File: src/include/pprx_pkg.sv
// Purpose: shared constants and types of the parallel print data receiver
// Assumes: 125 MHz core clock, AXI4-Lite register access
// Notes: register offsets are byte addresses of aligned 32-bit words
package pprx_pkg;
    localparam int CLK_MHZ = 125;
    localparam int BYTE_W = 8;
    // acknowledge low time in ns and its cycle count
    localparam int ACK_NS = 10000;
    localparam int ACK_CYC = (ACK_NS * CLK_MHZ) / 1000;
    localparam int ACK_CW = 12;
    // cycles after reset release before the mode pins are sampled
    localparam logic [1:0] PWR_SAMPLE_AT = 2'h3;
    localparam int CNT_W = 16;
    localparam int ADDR_W = 4;
    localparam logic [ADDR_W-1:0] REG_CTRL = 4'h0;
    localparam logic [ADDR_W-1:0] REG_STATUS = 4'h4;
    localparam logic [ADDR_W-1:0] REG_DATA = 4'h8;
    localparam logic [ADDR_W-1:0] REG_COUNT = 4'hC;
    localparam int CTRL_W = 3;
    localparam int CTRL_AF_POL = 0;
    localparam int CTRL_SI_POL = 1;
    localparam int CTRL_OFFL = 2;
    localparam logic [CTRL_W-1:0] CTRL_RST = 3'h2;
    localparam int ST_W = 8;
    localparam int ST_BUSY = 0;
    localparam int ST_ACK = 1;
    localparam int ST_PAPER = 2;
    localparam int ST_ERR = 3;
    localparam int ST_AUTOF = 4;
    localparam int ST_FLOW = 5;
    localparam int ST_INIT = 6;
    localparam int ST_PEND = 7;
    localparam logic [1:0] RESP_OKAY = 2'h0;
    localparam logic [1:0] RESP_SLVERR = 2'h2;
    typedef enum logic [1:0] {S_IDLE, S_HAND, S_ACK} pprx_state_t;
endpackage

File: src/include/pprx_if.sv
// Purpose: carries control and status between receiver core and register file
// Assumes: single clock domain
// Notes: none
`timescale 1ns/1ps
interface pprx_if;
    import pprx_pkg::*;
    logic [CTRL_W-1:0] ctrl;
    logic [ST_W-1:0] status;
    logic [BYTE_W-1:0] last_byte;
    logic [CNT_W-1:0] count;
    modport regs (output ctrl, input status, input last_byte, input count);
    modport core (input ctrl, output status, output last_byte, output count);
endinterface

File: src/verilog/pprx_axil_regs.sv
// Purpose: AXI4-Lite slave holding control and reading back receiver state
// Assumes: one write and one read outstanding at most
// Notes: unmapped addresses answer SLVERR, reads of them return zero
`timescale 1ns/1ps
module pprx_axil_regs (
    input wire logic clk_in,
    input wire logic resetn_in,
    input wire logic [pprx_pkg::ADDR_W-1:0] s_axi_awaddr_in,
    input wire logic s_axi_awvalid_in,
    output logic s_axi_awready_out,
    input wire logic [31:0] s_axi_wdata_in,
    input wire logic [3:0] s_axi_wstrb_in,
    input wire logic s_axi_wvalid_in,
    output logic s_axi_wready_out,
    output logic [1:0] s_axi_bresp_out,
    output logic s_axi_bvalid_out,
    input wire logic s_axi_bready_in,
    input wire logic [pprx_pkg::ADDR_W-1:0] s_axi_araddr_in,
    input wire logic s_axi_arvalid_in,
    output logic s_axi_arready_out,
    output logic [31:0] s_axi_rdata_out,
    output logic [1:0] s_axi_rresp_out,
    output logic s_axi_rvalid_out,
    input wire logic s_axi_rready_in,
    pprx_if.regs rif
);
    import pprx_pkg::*;
    logic aw_have_q, w_have_q, bvalid_q, rvalid_q;
    logic [ADDR_W-1:0] awaddr_q;
    logic [31:0] wdata_q;
    logic wstrb0_q;
    logic [1:0] bresp_q, rresp_q;
    logic [31:0] rdata_q;
    logic [CTRL_W-1:0] ctrl_q;
    logic do_write;

    function automatic logic is_mapped(input logic [ADDR_W-1:0] a);
        is_mapped = (a == REG_CTRL) || (a == REG_STATUS) || (a == REG_DATA) ||
            (a == REG_COUNT);
    endfunction

    assign s_axi_awready_out = !aw_have_q && !bvalid_q;
    assign s_axi_wready_out = !w_have_q && !bvalid_q;
    assign s_axi_bvalid_out = bvalid_q;
    assign s_axi_bresp_out = bresp_q;
    assign s_axi_arready_out = !rvalid_q;
    assign s_axi_rvalid_out = rvalid_q;
    assign s_axi_rdata_out = rdata_q;
    assign s_axi_rresp_out = rresp_q;
    assign rif.ctrl = ctrl_q;
    assign do_write = aw_have_q && w_have_q && !bvalid_q;

    // address and data may arrive in either order
    always_ff @(posedge clk_in or negedge resetn_in) begin
        if (!resetn_in) begin
            aw_have_q <= 1'b0;
            w_have_q <= 1'b0;
            awaddr_q <= '0;
            wdata_q <= '0;
            wstrb0_q <= 1'b0;
        end else if (bvalid_q && s_axi_bready_in) begin
            aw_have_q <= 1'b0;
            w_have_q <= 1'b0;
        end else begin
            if (s_axi_awvalid_in && s_axi_awready_out) begin
                aw_have_q <= 1'b1;
                awaddr_q <= s_axi_awaddr_in;
            end
            if (s_axi_wvalid_in && s_axi_wready_out) begin
                w_have_q <= 1'b1;
                wdata_q <= s_axi_wdata_in;
                wstrb0_q <= s_axi_wstrb_in[0];
            end
        end
    end

    // write response and control register
    always_ff @(posedge clk_in or negedge resetn_in) begin
        if (!resetn_in) begin
            bvalid_q <= 1'b0;
            bresp_q <= RESP_OKAY;
            ctrl_q <= CTRL_RST;
        end else if (do_write) begin
            bvalid_q <= 1'b1;
            bresp_q <= is_mapped(awaddr_q) ? RESP_OKAY : RESP_SLVERR;
            if (awaddr_q == REG_CTRL && wstrb0_q) begin
                ctrl_q <= wdata_q[CTRL_W-1:0];
            end
        end else if (s_axi_bready_in) begin
            bvalid_q <= 1'b0;
        end
    end

    // read path, answer registered on the same edge that takes the address
    always_ff @(posedge clk_in or negedge resetn_in) begin
        if (!resetn_in) begin
            rvalid_q <= 1'b0;
            rdata_q <= '0;
            rresp_q <= RESP_OKAY;
        end else if (s_axi_arvalid_in && !rvalid_q) begin
            rvalid_q <= 1'b1;
            rresp_q <= is_mapped(s_axi_araddr_in) ? RESP_OKAY : RESP_SLVERR;
            unique case (s_axi_araddr_in)
                REG_CTRL: rdata_q <= {{(32-CTRL_W){1'b0}}, ctrl_q};
                REG_STATUS: rdata_q <= {{(32-ST_W){1'b0}}, rif.status};
                REG_DATA: rdata_q <= {{(32-BYTE_W){1'b0}}, rif.last_byte};
                REG_COUNT: rdata_q <= {{(32-CNT_W){1'b0}}, rif.count};
                default: rdata_q <= '0;
            endcase
        end else if (s_axi_rready_in) begin
            rvalid_q <= 1'b0;
        end
    end
endmodule

File: src/verilog/pprx_receiver.sv
// Purpose: printer side receiver of the strobed 8-bit parallel host port
// Assumes: all host pins asynchronous, status inputs on clk_in
// Notes: bytes leave through a valid/ready handover to the input buffer
// What this block does
// - strobe idles high; a falling strobe starts taking in a byte
// - eight data lines carry one byte; a high line is a one
// - once the byte is taken and space exists, ack pulses low 10 us
// - ack and busy come as a pair; busy drops when ack ends unless off line or in error
// - busy high while taking a byte, off line, or in error
// - paper-empty output high exactly while paper is out
// - error output low while paper out, off line or faulty
// - while initialise is low every strobe is ignored
// - auto-feed mode sampled at power-on and panel init, polarity selectable
// - flow codes honoured per select-in level, sampled at power-on only
`timescale 1ns/1ps
module pprx_receiver #(
    parameter int ACK_CYCLES = pprx_pkg::ACK_CYC
) (
    input wire logic clk_in,
    input wire logic resetn_in,
    input wire logic [pprx_pkg::ADDR_W-1:0] s_axi_awaddr_in,
    input wire logic s_axi_awvalid_in,
    output logic s_axi_awready_out,
    input wire logic [31:0] s_axi_wdata_in,
    input wire logic [3:0] s_axi_wstrb_in,
    input wire logic s_axi_wvalid_in,
    output logic s_axi_wready_out,
    output logic [1:0] s_axi_bresp_out,
    output logic s_axi_bvalid_out,
    input wire logic s_axi_bready_in,
    input wire logic [pprx_pkg::ADDR_W-1:0] s_axi_araddr_in,
    input wire logic s_axi_arvalid_in,
    output logic s_axi_arready_out,
    output logic [31:0] s_axi_rdata_out,
    output logic [1:0] s_axi_rresp_out,
    output logic s_axi_rvalid_out,
    input wire logic s_axi_rready_in,
    input wire logic strobe_n_in,
    input wire logic [pprx_pkg::BYTE_W-1:0] parallel_byte_lines_in,
    input wire logic init_n_in,
    input wire logic autofeed_in,
    input wire logic select_in_gate_in,
    output logic byte_accepted_pulse_n_out,
    output logic busy_out,
    output logic paper_empty_flag_out,
    output logic error_n_out,
    output logic select_out_line_out,
    input wire logic offline_in,
    input wire logic paper_out_in,
    input wire logic fault_in,
    input wire logic panel_init_in,
    output logic [pprx_pkg::BYTE_W-1:0] rx_byte_out,
    output logic rx_valid_out,
    input wire logic rx_ready_in,
    output logic auto_feed_on_cr_out,
    output logic flow_codes_enable_out
);
    import pprx_pkg::*;
    localparam int PIN_W = BYTE_W + 4;
    localparam logic [ACK_CW-1:0] ACK_LAST = ACK_CW'(ACK_CYCLES - 1);

    pprx_if rif ();

    pprx_axil_regs u_regs (
        .clk_in(clk_in),
        .resetn_in(resetn_in),
        .s_axi_awaddr_in(s_axi_awaddr_in),
        .s_axi_awvalid_in(s_axi_awvalid_in),
        .s_axi_awready_out(s_axi_awready_out),
        .s_axi_wdata_in(s_axi_wdata_in),
        .s_axi_wstrb_in(s_axi_wstrb_in),
        .s_axi_wvalid_in(s_axi_wvalid_in),
        .s_axi_wready_out(s_axi_wready_out),
        .s_axi_bresp_out(s_axi_bresp_out),
        .s_axi_bvalid_out(s_axi_bvalid_out),
        .s_axi_bready_in(s_axi_bready_in),
        .s_axi_araddr_in(s_axi_araddr_in),
        .s_axi_arvalid_in(s_axi_arvalid_in),
        .s_axi_arready_out(s_axi_arready_out),
        .s_axi_rdata_out(s_axi_rdata_out),
        .s_axi_rresp_out(s_axi_rresp_out),
        .s_axi_rvalid_out(s_axi_rvalid_out),
        .s_axi_rready_in(s_axi_rready_in),
        .rif(rif.regs)
    );

    logic [PIN_W-1:0] pin_meta_q, pin_sync_q;
    logic [BYTE_W-1:0] byte_s, byte_q;
    logic strobe_s, init_s, af_s, si_s, strobe_prev_q;
    logic strobe_fall, init_active, blocked, take, handed;
    pprx_state_t state_q;
    logic [ACK_CW-1:0] ack_cnt_q;
    logic [CNT_W-1:0] count_q;
    logic [1:0] pwr_cnt_q;
    logic pwr_done_q, pwr_sample, af_sample;
    logic auto_feed_q, flow_q;

    // two-flop synchroniser for every host pin
    always_ff @(posedge clk_in or negedge resetn_in) begin
        if (!resetn_in) begin
            pin_meta_q <= '1;
            pin_sync_q <= '1;
        end else begin
            pin_meta_q <= {select_in_gate_in, autofeed_in, init_n_in, strobe_n_in,
                parallel_byte_lines_in};
            pin_sync_q <= pin_meta_q;
        end
    end

    assign byte_s = pin_sync_q[BYTE_W-1:0];
    assign strobe_s = pin_sync_q[BYTE_W];
    assign init_s = pin_sync_q[BYTE_W+1];
    assign af_s = pin_sync_q[BYTE_W+2];
    assign si_s = pin_sync_q[BYTE_W+3];

    // falling edge of the synchronised strobe
    always_ff @(posedge clk_in or negedge resetn_in) begin
        if (!resetn_in) begin
            strobe_prev_q <= 1'b1;
        end else begin
            strobe_prev_q <= strobe_s;
        end
    end

    assign strobe_fall = strobe_prev_q && !strobe_s;
    assign init_active = !init_s;
    assign blocked = offline_in || fault_in || paper_out_in || rif.ctrl[CTRL_OFFL];
    assign take = (state_q == S_IDLE) && strobe_fall && !init_active && !blocked;
    assign handed = (state_q == S_HAND) && rx_ready_in;

    // take, hand over, acknowledge
    always_ff @(posedge clk_in or negedge resetn_in) begin
        if (!resetn_in) begin
            state_q <= S_IDLE;
            ack_cnt_q <= '0;
        end else begin
            unique case (state_q)
                S_IDLE: begin
                    if (take) begin
                        state_q <= S_HAND;
                    end
                end
                S_HAND: begin
                    if (rx_ready_in) begin
                        state_q <= S_ACK;
                        ack_cnt_q <= '0;
                    end
                end
                S_ACK: begin
                    if (ack_cnt_q == ACK_LAST) begin
                        state_q <= S_IDLE;
                    end else begin
                        ack_cnt_q <= ack_cnt_q + 1'b1;
                    end
                end
            endcase
        end
    end

    // byte latch and handed-over count
    always_ff @(posedge clk_in or negedge resetn_in) begin
        if (!resetn_in) begin
            byte_q <= '0;
            count_q <= '0;
        end else begin
            if (take) begin
                byte_q <= byte_s;
            end
            if (handed) begin
                count_q <= count_q + 1'b1;
            end
        end
    end

    // power-on and panel-init sampling of the mode pins
    always_ff @(posedge clk_in or negedge resetn_in) begin
        if (!resetn_in) begin
            pwr_cnt_q <= '0;
            pwr_done_q <= 1'b0;
        end else if (!pwr_done_q) begin
            pwr_cnt_q <= pwr_cnt_q + 1'b1;
            pwr_done_q <= (pwr_cnt_q == PWR_SAMPLE_AT);
        end
    end

    assign pwr_sample = !pwr_done_q && (pwr_cnt_q == PWR_SAMPLE_AT);
    assign af_sample = pwr_sample || panel_init_in;

    always_ff @(posedge clk_in or negedge resetn_in) begin
        if (!resetn_in) begin
            auto_feed_q <= 1'b0;
            flow_q <= 1'b0;
        end else begin
            if (af_sample) begin
                auto_feed_q <= (af_s == rif.ctrl[CTRL_AF_POL]);
            end
            if (pwr_sample) begin
                flow_q <= (si_s == rif.ctrl[CTRL_SI_POL]);
            end
        end
    end

    assign rx_byte_out = byte_q;
    assign rx_valid_out = (state_q == S_HAND);
    assign byte_accepted_pulse_n_out = (state_q != S_ACK);
    assign busy_out = (state_q != S_IDLE) || blocked;
    assign paper_empty_flag_out = paper_out_in;
    assign error_n_out = !(paper_out_in || offline_in || fault_in);
    assign select_out_line_out = 1'b1;
    assign auto_feed_on_cr_out = auto_feed_q;
    assign flow_codes_enable_out = flow_q;

    assign rif.last_byte = byte_q;
    assign rif.count = count_q;
    assign rif.status = {state_q == S_HAND, init_active, flow_q, auto_feed_q,
        !error_n_out, paper_out_in, state_q == S_ACK, busy_out};

    // checks
    logic [ACK_CW-1:0] ack_run_q;
    always_ff @(posedge clk_in or negedge resetn_in) begin
        if (!resetn_in) begin
            ack_run_q <= '0;
        end else if (!byte_accepted_pulse_n_out) begin
            ack_run_q <= ack_run_q + 1'b1;
        end else begin
            ack_run_q <= '0;
        end
    end
endmodule
File: config.mk
export PLATFORM = sky130hd
export DESIGN_NAME = pprx_receiver
export DESIGN_NICKNAME = d
export VERILOG_FILES = /design/src/include/pprx_pkg.sv /design/src/include/pprx_if.sv /design/src/verilog/pprx_axil_regs.sv /design/src/verilog/pprx_receiver.sv
export SDC_FILE = /design/constraint.sdc
export NUM_CORES = 1
export LEC_CHECK = 0
export BUFFER_PORTS_ARGS = -buffer_cell sky130_fd_sc_hd__buf_2
export CAP_MARGIN = 40
export CORE_MARGIN = 1.5
export CORE_UTILIZATION = 45
export CTS_BUF_LIST = sky130_fd_sc_hd__clkbuf_16
export DETAILED_ROUTE_END_ITERATION = 16
export PLACE_DENSITY = 0.82
export SLEW_MARGIN = 5
export SYNTH_ARGS = -nofsm -noshare
export SYNTH_HDL_FRONTEND = slang
export SYNTH_SLANG_ARGS = --single-unit
File: constraint.sdc
create_clock -name clk_in -period 5.7 [get_ports clk_in]
set_input_delay 0.285 -clock clk_in [delete_from_list [all_inputs] [get_ports clk_in]]
set_output_delay 0.285 -clock clk_in [all_outputs]
set_load 0.02 [all_outputs]
==> results.sh <==
export IMPL_async_flop_share_pct=100
export IMPL_setup_tns_ns=0
export IMPL_critPathLaunchType="register"
export IMPL_setup_viol=0
export IMPL_reg2reg_slack_ns=3.53
export IMPL_power_density_mw_per_mm2=403
export IMPL_grt_pass1_wl_mm=13.5
export IMPL_dieArea_sq_mm=0.0103
export IMPL_vias=2850
export IMPL_path_class="reg -> reg"
export IMPL_cts_sink_count=101
export IMPL_grt_pass1_vias=2849
export IMPL_synthFlopType="dfrtp_1"
export IMPL_ir_drop_mv=0.220
export IMPL_grt_usage_pct=16.9
export IMPL_final_antenna_net_count=0
export IMPL_grt_overflow=0
export IMPL_clock_path_buffers=2
export IMPL_synth_edff_count=0
export IMPL_critPathMaxFanout=19
export IMPL_worstRegToRegCells=4
export IMPL_worst_pin_slew_ns=0.735
export IMPL_final_setup_worst_slack_ns=3.53
export IMPL_placedCellCount=544
export IMPL_whs_ns=0.0349
export IMPL_min_path_cells=1
export IMPL_final_instance_count_excl_fill=561
export IMPL_slew_headroom_pct=51.0
export IMPL_n_antenna_cell=0
export IMPL_clk_pin_slew_ns=0.07
export IMPL_initial_core_util_pct=46.9
export IMPL_maxSlewViolCount=0
export IMPL_synth_area_sq_mm=0.00438
export IMPL_rows=35
export IMPL_fmax_mhz=462
export IMPL_ys_warn_count=0
export IMPL_clk_latency_ns=0.34
export IMPL_area_growth_syn_to_layout_pct=16.7
export IMPL_htree_levels=3
export IMPL_skew_ns=0.00750
export IMPL_core_area_sq_mm=0.00933
export IMPL_antenna_found_initial=0
export IMPL_grt_max_degree=41
export IMPL_rsz0062_at_grt="no"
export IMPL_dr_pass1_iters=6
export IMPL_arrival_ns=2.45
export IMPL_numCtsBuffers=9
export IMPL_viasPerCell=5.08
export IMPL_cp_cell_sequence="nand2b_1 > nor3_2 > and3_1 > a22o_1"
export IMPL_leakagePower_nw=2.45
export IMPL_die_h_microns=102
export IMPL_ios=125
export IMPL_netlist_instances=350
export IMPL_layout_drive_gt1_share_pct=36.3
export IMPL_hold_class="in -> reg"
export IMPL_outcome="complete, no violations"
export IMPL_fin_crit_sh_pct=38.0
export IMPL_preCtsSetupSlack_ns=3.59
export IMPL_port_buffers=73
export IMPL_cp_end_kind="register"
export IMPL_cap_violations=0
export IMPL_hpwl_mm=6.03
export IMPL_cts_root_buffer="clkbuf_16"
export IMPL_drc=0
export IMPL_die_w_microns=102
export IMPL_hold_violations=0
export IMPL_synth_avg_cell_area_sq_um=12.5
export IMPL_min_period_ns=2.17
export IMPL_wl_mm=8.39
export IMPL_crit_path_top_delay_cell="nor3_2"
export IMPL_first_iter_violations=91
export IMPL_wl_per_cell_microns=15.0
export IMPL_worstPathRequired_ns=5.98
export IMPL_max_stage_delay_ns=0.65
export IMPL_nets=503
export IMPL_gp_congestion=0.824
export IMPL_cts_tree="done"
export IMPL_synth_seq_cells=101
export IMPL_ys_types=44
export IMPL_seq_area_frac_synth_pct=58.5
export IMPL_cts_resized=0
==> cell families (layout without fill, tap and decap cells) <==
group	Yosys count	count (layout)	synth area share [%]
XOR/XNOR	18	18	3.60
AND/OR/NAND/NOR	91	91	11.6
other	2	19	0.172
flip-flops	101	101	58.5
multiplexers	40	40	10.9
adder cells (fa/ha/maj)	8	8	2.29
buffers and inverters	41	106	5.37
AO/OA/AOI/OAI	49	49	7.57
==> through the flow <==
stage,total power [mW],utilization [%],cell area [sq um]
after CTS,2.07,54.8,5110
after detailed placement,1.49,51.7,4820
after global placement,1.45,51.5,4800
after floorplan,1.33,-,4440
final,2.06,54.8,5110
after global routing,2.17,54.8,5110
==> cells in the mapped netlist (6+ instances only) <==
library cell / count / share of area, %
a22o_1: 18 / 3.6
ha_1: 8 / 2.3
nor3_1: 6 / 0.69
xnor2_1: 12 / 2.4
dfstp_2: 26 / 16
nand3_1: 8 / 0.91
a21oi_1: 6 / 0.69
inv_1: 13 / 1.1
dfrtp_1: 75 / 43
xor2_1: 6 / 1.2
nand2_1: 26 / 2.2
mux2_2: 27 / 6.9
mux2i_1: 9 / 2.1
o21ai_0: 20 / 2.3
buf_4: 21 / 3.6
nor2_1: 20 / 1.7
==> worst max-delay path: cells and delay by family, from the launching register on <==
kind	cells	cell delay, ns
AOI/OAI and AO/OA	1	0.17
DFF	1	0.39
and+or+nand+nor	3	1.55
==> layout by cell type, fill, tap and decap left out, drive strengths merged, types with 3 or more instances in the layout <==
cell type / count
conb: 19
ha: 8
nand2: 26
nand3: 8
inv: 17
nor3: 7
a21oi: 6
nor4: 3
and4: 3
clkbuf: 9
and3: 4
mux2: 28
dfrtp: 75
buf: 76
xor2: 6
nand4: 5
a22o: 18
dfstp: 26
o21ai: 20
clkinv: 3
mux2i: 9
nor2b: 4
xnor2: 12
mux4: 3
nor2: 20
==> sequential cells by signal, indices dropped and copies added (netlist names), 3 cells and up <==
name,flops
u_regs.wdata_q,3
rx_byte_out,8
count_q,16
u_regs.awaddr_q,4
pin_sync_q,12
ack_cnt_q,12
pin_meta_q,12
u_regs.s_axi_rdata_out,16
u_regs.rif.ctrl,3
==> report_power, final <==
part	internal, mW	switching (mW)
Combinational	0.229	0.291
Clock	0.302	0.273
Sequential	0.849	0.114
==> worst paths after layout <==
check / startpoint / to
min: parallel_byte_lines_in[0] / pin_meta_q[0]$_DFF_PN1_
max: u_regs.s_axi_rvalid_out$_DFFE_PN0P_ / u_regs.s_axi_rdata_out[14]$_DFFE_PN0P_
min in group asynchronous: resetn_in / auto_feed_on_cr_out$_DFFE_PN0P_
max in group asynchronous: resetn_in / strobe_prev_q$_DFF_PN1_
min reg2reg: pin_meta_q[5]$_DFF_PN1_ / pin_sync_q[5]$_DFF_PN1_
max reg2reg: u_regs.s_axi_rvalid_out$_DFFE_PN0P_ / u_regs.s_axi_rdata_out[14]$_DFFE_PN0P_
==> metal layers <==
metal / track usage [%] / share of wire (%)
met1: 20.3 / 42
met3: 3.73 / 4.0
met2: 29.4 / 52
met5: 0 / 0
met4: 6.73 / 1.5
==> cell type report <==
type,count,area [sq um]
clock buffers,9,225
clock inverters,7,53.8
fillers,754,4220
inverters,13,48.8
multi-input cells,225,1650
flip-flops and latches,101,2560
well taps,129,161
repair buffers,77,413
==> what timing repair did <==
| action | in CTS | in global routing |
|---|---|---|
| hold buffers | 1 | 0 |
| endpoints found under the hold margin | 28 | 0 |
| buffers inserted | 0 | 0 |
Note: power is estimated with default switching activity, not from simulation.
